File: config.mk
export PLATFORM = sky130hd
export DESIGN_NAME = rcr_regs
export DESIGN_NICKNAME = d
export VERILOG_FILES = /design/src/inc/rcr_pkg.sv /design/src/rtl/rcr_spi_shift.sv /design/src/rtl/rcr_regs.sv
export SDC_FILE = /design/constraint.sdc
export NUM_CORES = 1
export LEC_CHECK = 0
export ABC_CLOCK_PERIOD_IN_PS = 2500
export BUFFER_PORTS_ARGS = -buffer_cell sky130_fd_sc_hd__buf_2
export CORE_ASPECT_RATIO = 0.8
export CORE_MARGIN = 4
export CORE_UTILIZATION = 45
export CTS_BUF_LIST = sky130_fd_sc_hd__clkbuf_4 sky130_fd_sc_hd__clkbuf_8
export DETAILED_ROUTE_END_ITERATION = 6
export HOLD_SLACK_MARGIN = 0.15
export PLACE_DENSITY = 0.64
export SYNTH_ARGS = -nofsm -noshare
export SYNTH_HDL_FRONTEND = slang
export SYNTH_SLANG_ARGS = --single-unit
File: constraint.sdc
create_clock -name clk_i -period 2.5 [get_ports clk_i]
set_input_delay 0.25 -clock clk_i [delete_from_list [all_inputs] [get_ports clk_i]]
set_output_delay 0.25 -clock clk_i [all_outputs]
set_load 0.02 [all_outputs]
File: src/inc/rcr_pkg.sv
// Purpose: constants for the radio control register bank
// Assumes: 16-bit registers, 7-bit register address, spi mode 0
// Notes: reset values are plain defaults; only bits listed here are stored
package rcr_pkg;
    localparam int RCR_ADDR_W = 7;
    localparam int RCR_DATA_W = 16;
    // register offsets
    localparam logic [6:0] RCR_OFS_LOCK = 7'h03;
    localparam logic [6:0] RCR_OFS_RSSI = 7'h06;
    localparam logic [6:0] RCR_OFS_STATE = 7'h07;
    localparam logic [6:0] RCR_OFS_GAIN = 7'h09;
    localparam logic [6:0] RCR_OFS_OSC = 7'h0a;
    localparam logic [6:0] RCR_OFS_TEST = 7'h0b;
    // field positions
    localparam int RCR_LOCK_BIT = 12;
    localparam int RCR_RSSI_LSB = 10;
    localparam int RCR_TX_START_BIT = 8;
    localparam int RCR_RX_START_BIT = 7;
    localparam int RCR_CHAN_LSB = 0;
    localparam int RCR_AMP_LSB = 7;
    localparam int RCR_OSC_BIT = 0;
    localparam int RCR_CW_BIT = 15;
    localparam int RCR_RSSI_OFF_BIT = 9;
    // reset values
    localparam logic [6:0] RCR_CHAN_RST = 7'h00;
    localparam logic [3:0] RCR_AMP_RST = 4'h0;
    localparam logic RCR_OSC_RST = 1'b1;
    // spi command: first bit 1 = read
    localparam int RCR_FRAME_BITS = 24;
    typedef enum logic [2:0] {
        RCR_ST_IDLE = 3'b001,
        RCR_ST_TX = 3'b010,
        RCR_ST_RX = 3'b100
    } rcr_radio_t;
endpackage : rcr_pkg

File: src/rtl/rcr_spi_shift.sv
// Purpose: spi slave shifter for the register bank, mode 0, msb first
// Assumes: sclk, cs and mosi are synchronous inputs sampled on clk_i
// Notes: frame = rw bit, 7 address bits, 16 data bits
`timescale 1ns/1ps
module rcr_spi_shift
    import rcr_pkg::*;
(
    input wire logic clk_i,
    input wire logic resetn_i,
    input wire logic spi_sclk_i,
    input wire logic spi_cs_n_i,
    input wire logic spi_mosi_i,
    input wire logic [15:0] rd_data_i,
    output logic spi_miso_o,
    output logic [6:0] addr_o,
    output logic addr_vld_o,
    output logic [15:0] wr_data_o,
    output logic wr_stb_o
);
    logic sclk_reg;
    logic [4:0] cnt_reg;
    logic [23:0] sh_reg;
    logic rd_reg;
    logic [15:0] out_reg;
    logic rise;
    logic fall;

    assign rise = spi_sclk_i & ~sclk_reg & ~spi_cs_n_i;
    assign fall = ~spi_sclk_i & sclk_reg & ~spi_cs_n_i;

    ////////////////////////////////////////////////////////////////////////
    // edge history
    always_ff @(posedge clk_i or negedge resetn_i)
    begin
        if (!resetn_i)
            sclk_reg <= 1'b0;
        else
            sclk_reg <= spi_sclk_i;
    end

    // capture on rising sclk, decode at bit 8 and bit 24
    always_ff @(posedge clk_i or negedge resetn_i)
    begin
        if (!resetn_i)
        begin
            cnt_reg <= 5'h00;
            sh_reg <= 24'h000000;
            rd_reg <= 1'b0;
            addr_o <= 7'h00;
            addr_vld_o <= 1'b0;
            wr_data_o <= 16'h0000;
            wr_stb_o <= 1'b0;
        end
        else
        begin
            addr_vld_o <= 1'b0;
            wr_stb_o <= 1'b0;
            if (spi_cs_n_i)
                cnt_reg <= 5'h00;
            else if (rise)
            begin
                sh_reg <= {sh_reg[22:0], spi_mosi_i};
                cnt_reg <= cnt_reg + 5'h01;
                if (cnt_reg == 5'h07)
                begin
                    rd_reg <= sh_reg[6];
                    addr_o <= {sh_reg[5:0], spi_mosi_i};
                    addr_vld_o <= 1'b1;
                end
                if (cnt_reg == 5'(RCR_FRAME_BITS - 1) && !rd_reg)
                begin
                    wr_data_o <= {sh_reg[14:0], spi_mosi_i};
                    wr_stb_o <= 1'b1;
                end
            end
        end
    end

    // miso shift; read data loaded after address is known
    always_ff @(posedge clk_i or negedge resetn_i)
    begin
        if (!resetn_i)
        begin
            out_reg <= 16'h0000;
            spi_miso_o <= 1'b0;
        end
        else if (spi_cs_n_i)
            spi_miso_o <= 1'b0;
        else if (fall && cnt_reg == 5'h08)
        begin
            spi_miso_o <= rd_data_i[15];
            out_reg <= {rd_data_i[14:0], 1'b0};
        end
        else if (fall && cnt_reg > 5'h08)
        begin
            spi_miso_o <= out_reg[15];
            out_reg <= {out_reg[14:0], 1'b0};
        end
    end
endmodule : rcr_spi_shift

File: src/rtl/rcr_regs.sv
// Purpose: radio control and status register bank behind spi
// Assumes: analog status arrives synchronous on clk_i
// Notes: start bits stay as written; host clears them for idle
//
// Behaviour
// - every register here is read over the spi slave port; only registers 7, 9, 10 and 11 are also written.
// - bit 12 of register 3 reads 1 while the synthesizer is locked.
// - bits 15:10 of register 6 carry the 6-bit raw signal strength.
// - writing 1 to bit 8 of register 7 starts the transmit sequence.
// - writing 1 to bit 7 of register 7 starts the receive sequence.
// - bits 6:0 of register 7 pick the channel for transmit and receive.
// - bits 10:7 of register 9 set the amplifier level.
// - bit 0 of register 10 turns the oscillator gain block on.
// - bit 15 of register 11 selects an unmodulated carrier.
// - bit 9 of register 11 turns signal strength measurement off.
// - in carrier mode the transmitter runs unmodulated while only the transmit start bit is set.
`timescale 1ns/1ps
module rcr_regs
    import rcr_pkg::*;
(
    input wire logic clk_i,
    input wire logic resetn_i,
    input wire logic spi_sclk_i,
    input wire logic spi_cs_n_i,
    input wire logic spi_mosi_i,
    output logic spi_miso_o,
    input wire logic synthesizer_locked_i,
    input wire logic [5:0] raw_signal_strength_i,
    output logic tx_start_o,
    output logic rx_start_o,
    output logic tx_on_o,
    output logic rx_on_o,
    output logic modulation_on_o,
    output logic [6:0] channel_number_o,
    output logic [3:0] amplifier_level_o,
    output logic oscillator_gain_on_o,
    output logic signal_strength_off_o
);
    import rcr_pkg::*;

    logic [6:0] addr;
    logic addr_vld;
    logic [15:0] wr_data;
    logic wr_stb;
    logic [15:0] rd_mux;
    logic [15:0] rd_reg;
    logic tx_en_reg;
    logic rx_en_reg;
    logic cw_reg;
    logic [5:0] rssi_reg;
    rcr_radio_t radio_reg;
    rcr_radio_t radio_next;

    ////////////////////////////////////////////////////////////////////////
    // serial access
    rcr_spi_shift u_spi (
        .clk_i(clk_i),
        .resetn_i(resetn_i),
        .spi_sclk_i(spi_sclk_i),
        .spi_cs_n_i(spi_cs_n_i),
        .spi_mosi_i(spi_mosi_i),
        .rd_data_i(rd_reg),
        .spi_miso_o(spi_miso_o),
        .addr_o(addr),
        .addr_vld_o(addr_vld),
        .wr_data_o(wr_data),
        .wr_stb_o(wr_stb)
    );

    ////////////////////////////////////////////////////////////////////////
    // writable fields; unlisted offsets and bits are ignored
    // register 7: start bits and channel
    always_ff @(posedge clk_i or negedge resetn_i)
    begin
        if (!resetn_i)
        begin
            tx_en_reg <= 1'b0;
            rx_en_reg <= 1'b0;
            channel_number_o <= RCR_CHAN_RST;
        end
        else if (wr_stb && addr == RCR_OFS_STATE)
        begin
            tx_en_reg <= wr_data[RCR_TX_START_BIT];
            rx_en_reg <= wr_data[RCR_RX_START_BIT];
            channel_number_o <= wr_data[RCR_CHAN_LSB +: 7];
        end
    end

    // register 9: amplifier level
    always_ff @(posedge clk_i or negedge resetn_i)
    begin
        if (!resetn_i)
            amplifier_level_o <= RCR_AMP_RST;
        else if (wr_stb && addr == RCR_OFS_GAIN)
            amplifier_level_o <= wr_data[RCR_AMP_LSB +: 4];
    end

    // register 10: oscillator gain block
    always_ff @(posedge clk_i or negedge resetn_i)
    begin
        if (!resetn_i)
            oscillator_gain_on_o <= RCR_OSC_RST;
        else if (wr_stb && addr == RCR_OFS_OSC)
            oscillator_gain_on_o <= wr_data[RCR_OSC_BIT];
    end

    // register 11: carrier and measurement test bits
    always_ff @(posedge clk_i or negedge resetn_i)
    begin
        if (!resetn_i)
        begin
            cw_reg <= 1'b0;
            signal_strength_off_o <= 1'b0;
        end
        else if (wr_stb && addr == RCR_OFS_TEST)
        begin
            cw_reg <= wr_data[RCR_CW_BIT];
            signal_strength_off_o <= wr_data[RCR_RSSI_OFF_BIT];
        end
    end

    ////////////////////////////////////////////////////////////////////////
    // radio sequencing from the start bits; both set is held idle
    always_comb
    begin
        case ({tx_en_reg, rx_en_reg})
            2'b10: radio_next = RCR_ST_TX;
            2'b01: radio_next = RCR_ST_RX;
            default: radio_next = RCR_ST_IDLE;
        endcase
    end

    // radio state register
    always_ff @(posedge clk_i or negedge resetn_i)
    begin
        if (!resetn_i)
            radio_reg <= RCR_ST_IDLE;
        else
            radio_reg <= radio_next;
    end

    // one-cycle start pulses on entry to the tx or rx state
    always_ff @(posedge clk_i or negedge resetn_i)
    begin
        if (!resetn_i)
        begin
            tx_start_o <= 1'b0;
            rx_start_o <= 1'b0;
        end
        else
        begin
            tx_start_o <= radio_next == RCR_ST_TX && radio_reg != RCR_ST_TX;
            rx_start_o <= radio_next == RCR_ST_RX && radio_reg != RCR_ST_RX;
        end
    end

    // transmitter and receiver levels
    always_ff @(posedge clk_i or negedge resetn_i)
    begin
        if (!resetn_i)
        begin
            tx_on_o <= 1'b0;
            rx_on_o <= 1'b0;
        end
        else
        begin
            tx_on_o <= radio_next == RCR_ST_TX;
            rx_on_o <= radio_next == RCR_ST_RX;
        end
    end

    // modulation only while transmitting outside carrier mode
    always_ff @(posedge clk_i or negedge resetn_i)
    begin
        if (!resetn_i)
            modulation_on_o <= 1'b0;
        else
            modulation_on_o <= radio_next == RCR_ST_TX && !cw_reg;
    end

    ////////////////////////////////////////////////////////////////////////
    // signal strength sample, frozen while measurement is off
    always_ff @(posedge clk_i or negedge resetn_i)
    begin
        if (!resetn_i)
            rssi_reg <= 6'h00;
        else if (!signal_strength_off_o)
            rssi_reg <= raw_signal_strength_i;
    end

    // read mux; reserved bits read zero
    always_comb
    begin
        rd_mux = 16'h0000;
        case (addr)
            RCR_OFS_LOCK: rd_mux[RCR_LOCK_BIT] = synthesizer_locked_i;
            RCR_OFS_RSSI: rd_mux[RCR_RSSI_LSB +: 6] = rssi_reg;
            RCR_OFS_STATE:
            begin
                rd_mux[RCR_TX_START_BIT] = tx_en_reg;
                rd_mux[RCR_RX_START_BIT] = rx_en_reg;
                rd_mux[RCR_CHAN_LSB +: 7] = channel_number_o;
            end
            RCR_OFS_GAIN: rd_mux[RCR_AMP_LSB +: 4] = amplifier_level_o;
            RCR_OFS_OSC: rd_mux[RCR_OSC_BIT] = oscillator_gain_on_o;
            RCR_OFS_TEST:
            begin
                rd_mux[RCR_CW_BIT] = cw_reg;
                rd_mux[RCR_RSSI_OFF_BIT] = signal_strength_off_o;
            end
            default: rd_mux = 16'h0000;
        endcase
    end

    // read data captured once the address is decoded
    always_ff @(posedge clk_i or negedge resetn_i)
    begin
        if (!resetn_i)
            rd_reg <= 16'h0000;
        else if (addr_vld)
            rd_reg <= rd_mux;
    end
endmodule : rcr_regs

; Word level (Yosys, flattened, before mapping)
; Cells that the tools add are included.
; W data, S select, Z words.
[totals]
rom_bits = 0
mem_bits_rw = 0
reg_bits = 110
latch_bits = 0
output_inout_bits = 19
mem_count = 0
[op_classes]
div_mod_pow = 0
n_mul = 0
bitwise_logic = 7
n_addsub = 1
mux = 23
eq_ne = 15
magnitude_cmp = 1
reduce_logical = 19
n_shift = 0
[op_table]
columns = operator, count
row1 = $mux W16, 2
row2 = $eq A7 B4 Y1 const B, 3
row3 = $eq A7 B3 Y1 const B, 2
row4 = $logic_and A1 B1 Y1, 10
row5 = $mux W1, 10
row6 = $mux W5, 2
row7 = $pmux W1 S2, 5
row8 = $eq A7 B2 Y1 const B, 1
row9 = $mux W6, 1
row10 = $pmux W3 S2, 1
row11 = $reduce_and A3 Y1, 2
row12 = $add A5 B1 Y5 const B, 1
row13 = $eq A5 B3 Y1 const B, 1
row14 = $eq A5 B4 Y1 const B, 1
row15 = $eq A5 B5 Y1 const B, 1
row16 = $gt A5 B4 Y1 const B, 1
row17 = $and A1 B1 Y1, 4
row18 = $pmux W2 S2, 1
row19 = $reduce_and A2 Y1, 2
row20 = $reduce_bool A2 Y1, 2
row21 = $eq A3 B2 Y1 const B, 1
row22 = $eq A3 B3 Y1 const B, 1
row23 = $ne A3 B2 Y1 const B, 1
row24 = $ne A3 B3 Y1 const B, 1
row25 = other kinds (6), 9

; Depth between registers and ports, before layout
[depth]
ltp_word = 7
depth_mapped = 7

; Modules after synthesis
; From an unflattened synthesis, not the netlist that was laid out.
[hier_totals]
cells_unflattened = 303
hier_area_um2 = 4451.8
[modules_own_cells]
columns = module, area_each_um2, cells_each, n_inst
row1 = rcr_spi_shift, 2636.3, 183, 1
row2 = rcr_regs, 1815.5, 120, 1

; Worst setup path before layout
; Ideal clock, no wire load.
[synth_path]
kind = reg2reg
from = register u_spi.cnt_reg[3]
to = register u_spi.out_reg[10]
stages_incl_launch_ff = 7
t_required_ns = 2.375
path_buffers = 3
setup_ns = 0.125
t_arrival_ns = 1.825
synth_period_minus_slack_ns = 1.949
path_slack_ns = 0.551
path_cell_list = dfrtp_1 clkbuf_1 nor4bb_1 buf_2 buf_2 mux2_2 mux2_2
[synth_via]
elab_chain_len = 4
[synth_lines]
columns = element, line
row1 = from (decl), rcr_spi_shift.sv:21  ; logic [4:0] cnt_reg;
row2 = from (signal assigned), rcr_spi_shift.sv:63  ; cnt_reg <= cnt_reg + 5'h01;
row3 = $gt A5 B4 Y1 or $eq A5 B4 Y1 (tied branches), "rcr_spi_shift.sv:94, rcr_spi_shift.sv:89"
row4 = "$logic_and A1 B1 Y1, on equally long branches", "rcr_spi_shift.sv:94, rcr_spi_shift.sv:89"
row5 = $reduce_bool A2 Y1 (no line), n/a
row6 = $reduce_and A2 Y1 (no line), n/a
row7 = to (signal assigned), rcr_spi_shift.sv:92  ; out_reg <= {rd_data_i[14:0], 1'b0};
row8 = to (signal assigned), rcr_spi_shift.sv:97  ; out_reg <= {out_reg[14:0], 1'b0};
row9 = to (decl), rcr_spi_shift.sv:24  ; logic [15:0] out_reg;
; Parallel ways exist; a longest one is shown, timed or not.
; A chain may end at the register's enable or synchronous reset.

; Final worst setup path
[layout_path]
from = input port spi_cs_n_i
to = register u_spi.addr_o[6]
[layout_via]
elab_chain_len = 3
[layout_lines]
columns = element, line
row1 = from (decl), rcr_regs.sv:24  ; input wire logic spi_cs_n_i,
row2 = $not A1 Y1 (no line) *, n/a
row3 = $and A1 B1 Y1, rcr_spi_shift.sv:28  ; assign rise = spi_sclk_i & ~sclk_reg & ~spi_cs_n_i;
row4 = $reduce_and A3 Y1 (no line) *, n/a
row5 = to (signal assigned), rcr_spi_shift.sv:67  ; addr_o <= {sh_reg[5:0], spi_mosi_i};
row6 = to (decl), rcr_spi_shift.sv:15  ; output logic [6:0] addr_o,
; Every way passes the cells marked *; elsewhere a longest branch is shown, timed or not.

==> metrics.txt <==
status finished, final reports clean; die area 0.0110 mm^2; register bit total from synthesis 103; Setup TNS 0 ns; unrepaired setup endpoints after global routing false; Slew headroom 53.5%; worst-path fanout max 9; Cells after Synth slightly below 300; DP Area 0.00454 mm^2; Pre-Repair DR Iteration Count 6; clock transition at the registers of the reported paths about 0.09 ns; Distinct cells, synth 37; CTS tree built; antenna violations before repair 0; Hold Vio Cnt, Final 0; aggregate routed wire length approximately 8.0 mm; Cell Area, Synth 0.00424 mm^2; Worst Tran Pin Value slightly below 0.7 ns; Syn Nets between 300 and 400; CP startpoint kind primary input; Post-CTS Setup Bufs 0; Reg area ~0.0026 mm^2; layout cells sized above 1 41.5%; Clock Tree Root clkbuf_8; Die Y approximately 95 um; leakage power total about 2.4 nW; boundary pin count 31; largest net degree at the start of global routing between 100 and 150; largest stage delay on the critical path just under 0.6 ns; post-route design area 0.00485 mm^2; Resized cells post-CTS 0; final worst setup slack 0.319 ns; crit share post-route around 87%; Pwr per Cell Area ~620 mW/mm^2; WP data arrival 2.43 ns; Pint 2.33 mW; Antenna Cells 0; vias in the first global route about 2500; Final min period between 2 and 2.5 ns; switch share a little under a quarter; synthesized area per cell 14.7 um^2; vias post-DR between 2000 and 2500; GPL Wtd Cong 0.724; max-cap violations 0; CP max-delay cell nor4_4; yosys warns 0; max FFs per register 16; CP Capture Type register; Initial Util 46.5%; area occupied by multi-input gates around 0.0016 mm^2; overflow left after global routing 0; Sequential Power Share ~60%; HP Class in -> reg; CTS HTree Levels 3; Post-DP HPWL between 5 and 6 mm; first-pass GRT wire length 13.3 mm; Vias/cell ~5.5; TritonCTS Buffers 9; port buffer count 30; sequential area share after synthesis 60.9%; DRC 0; area of the core around 0.0091 mm^2; combinational share of power under 10%; clk sinks approximately 100; Final Setup Violations 0; WP data required 2.75 ns; area grow syn2layout 14.3%; commonest non-fill, non-tap cell in the layout dfrtp_1; worst clock skew around 0.010 ns; Total GRT Usage 15.9%; Cells after DPL roughly 430; switching pwr slightly below 0.7 mW; most frequent cells in the layout dfrtp_1, mux2_2, buf_2; wire per inst approximately 18 um; Die Wd around 120 um; Routed Antenna Nets 0; WS Path Type in -> reg; final cell count without fillers roughly 460; Worst-Skew Late Latency approximately 0.36 ns; nets@finish about 350; initial drt markers around 140; pre-CTS WS roughly 0.49 ns; row cnt 31; fmax ~460 MHz; Peak VDD IR ~0.35 mV; Final Slew Violations 0; Clock Tree Buf Depth 2; Clock power frac around a third; sequence of cells on the critical path dlygate4sd3_1 > buf_2 > or3b_1 > nor4_4 > mux2_2; fillcell total ~800
## path summary, 6_finish.rpt
path                                  endpoint  cells after the start                  from  slack, ns
max reg2reg                   u_spi.out_reg[9]                      6      u_spi.cnt_reg[0]       0.50
max                            u_spi.addr_o[6]                      5            spi_cs_n_i       0.32
min in group asynchronous  channel_number_o[2]                      3              resetn_i       0.50
min                                 rd_reg[12]                      4  synthesizer_locked_i       0.38
min reg2reg                         tx_start_o                      1               tx_on_o       0.49
max in group asynchronous     u_spi.sh_reg[10]                      3              resetn_i       1.59
## through the flow
step	utilization, %	hold WS (ns)	total power [mW]
after global routing	53.2	0.362	3.16
final	53.2	0.381	3.02
after floorplan	-	-0.0456	1.90
after CTS	53.2	0.368	3.06
after global placement	49.9	0.363	1.99
after detailed placement	49.9	0.363	2.00
## power by group through the flow
stage          sequential, mW  clock, mW  combinational, mW
3_5_place_dp             1.85          0              0.147
4_1_cts                  1.82       1.08              0.160
2_1_floorplan            1.81          0             0.0902
6_report                 1.82       1.05              0.155
3_3_place_gp             1.85          0              0.142
5_1_grt                  1.83       1.16              0.175
## worst max-delay path, delay by kind of cell
| kind | cells | cell delay, ns |
|---|---|---|
| AND/OR/NAND/NOR | 2 | 1.07 |
| multiplexers | 1 | 0.41 |
| buffers and inverters | 2 | 0.70 |
## repair_timing
action | in CTS | in global routing
setup endpoints to repair | 0 | 0
hold buffers | 10 | 0
hold endpoints to repair | 116 | 0
## cell families (layout without fill, tap and decap cells)
kind of cell / after synthesis / in the layout / synth area share, %
compound gates: 28 / 28 / 5.37
xor+xnor: 2 / 2 / 0.413
fa+ha+maj: 4 / 4 / 1.18
buf+inv: 16 / 67 / 1.95
flops: 103 / 103 / 60.9
mux: 83 / 83 / 22.0
simple gates: 53 / 53 / 8.23
## cell usage after synthesis
| cell type | number | share of area [%] |
|---|---|---|
| dfrtp_1 | 101 | 60 |
| mux2_2 | 81 | 22 |
| a22o_1 | 9 | 1.9 |
| a221o_1 | 8 | 1.9 |
| nor2b_1 | 8 | 1.2 |
| nand2b_1 | 7 | 1.0 |
| nor2_1 | 7 | 0.62 |
| nor3_1 | 6 | 0.71 |
| clkbuf_1 | 5 | 0.44 |
| o21ai_0 | 5 | 0.59 |
| ha_1 | 4 | 1.2 |
| inv_1 | 4 | 0.35 |
| or3_1 | 4 | 0.59 |
| buf_2 | 3 | 0.35 |
| nand2_1 | 3 | 0.27 |
| nand3_1 | 3 | 0.35 |
| a21boi_0 | 2 | 0.35 |
| a21oi_1 | 2 | 0.24 |
| and3_1 | 2 | 0.30 |
| buf_6 | 2 | 0.53 |
| dfstp_2 | 2 | 1.2 |
| mux2i_1 | 2 | 0.47 |
| nand3b_1 | 2 | 0.35 |
| nor3_2 | 2 | 0.47 |
| nor4_1 | 2 | 0.30 |
| nor4_4 | 2 | 1.0 |
| a211o_1 | 1 | 0.21 |
| a32o_1 | 1 | 0.24 |
| buf_4 | 1 | 0.18 |
| clkinv_1 | 1 | 0.088 |
| nor3b_1 | 1 | 0.18 |
| nor4bb_1 | 1 | 0.24 |
| or3b_1 | 1 | 0.21 |
| or3b_2 | 1 | 0.21 |
| or4b_1 | 1 | 0.24 |
| xnor2_1 | 1 | 0.21 |
| xor2_1 | 1 | 0.21 |
## per-layer routing
metal,vias up,share of wire (%),track usage [%]
met4,0,1.3,4.35
met5,-,0,0
li1,1143,-,-
met3,8,3.6,5.57
met1,1307,47,21.2
met2,27,48,24.8
## final cells by class
class                           count  area share, %
Tap cell                          115           2.97
Inverter                            5          0.387
Sequential cell                   103           53.2
Multi-Input combinational cell    170           32.8
Clock buffer                       11           2.99
Clock inverter                      5           1.19
Timing Repair Buffer               46           6.40
(Power assumes the default switching activity.)
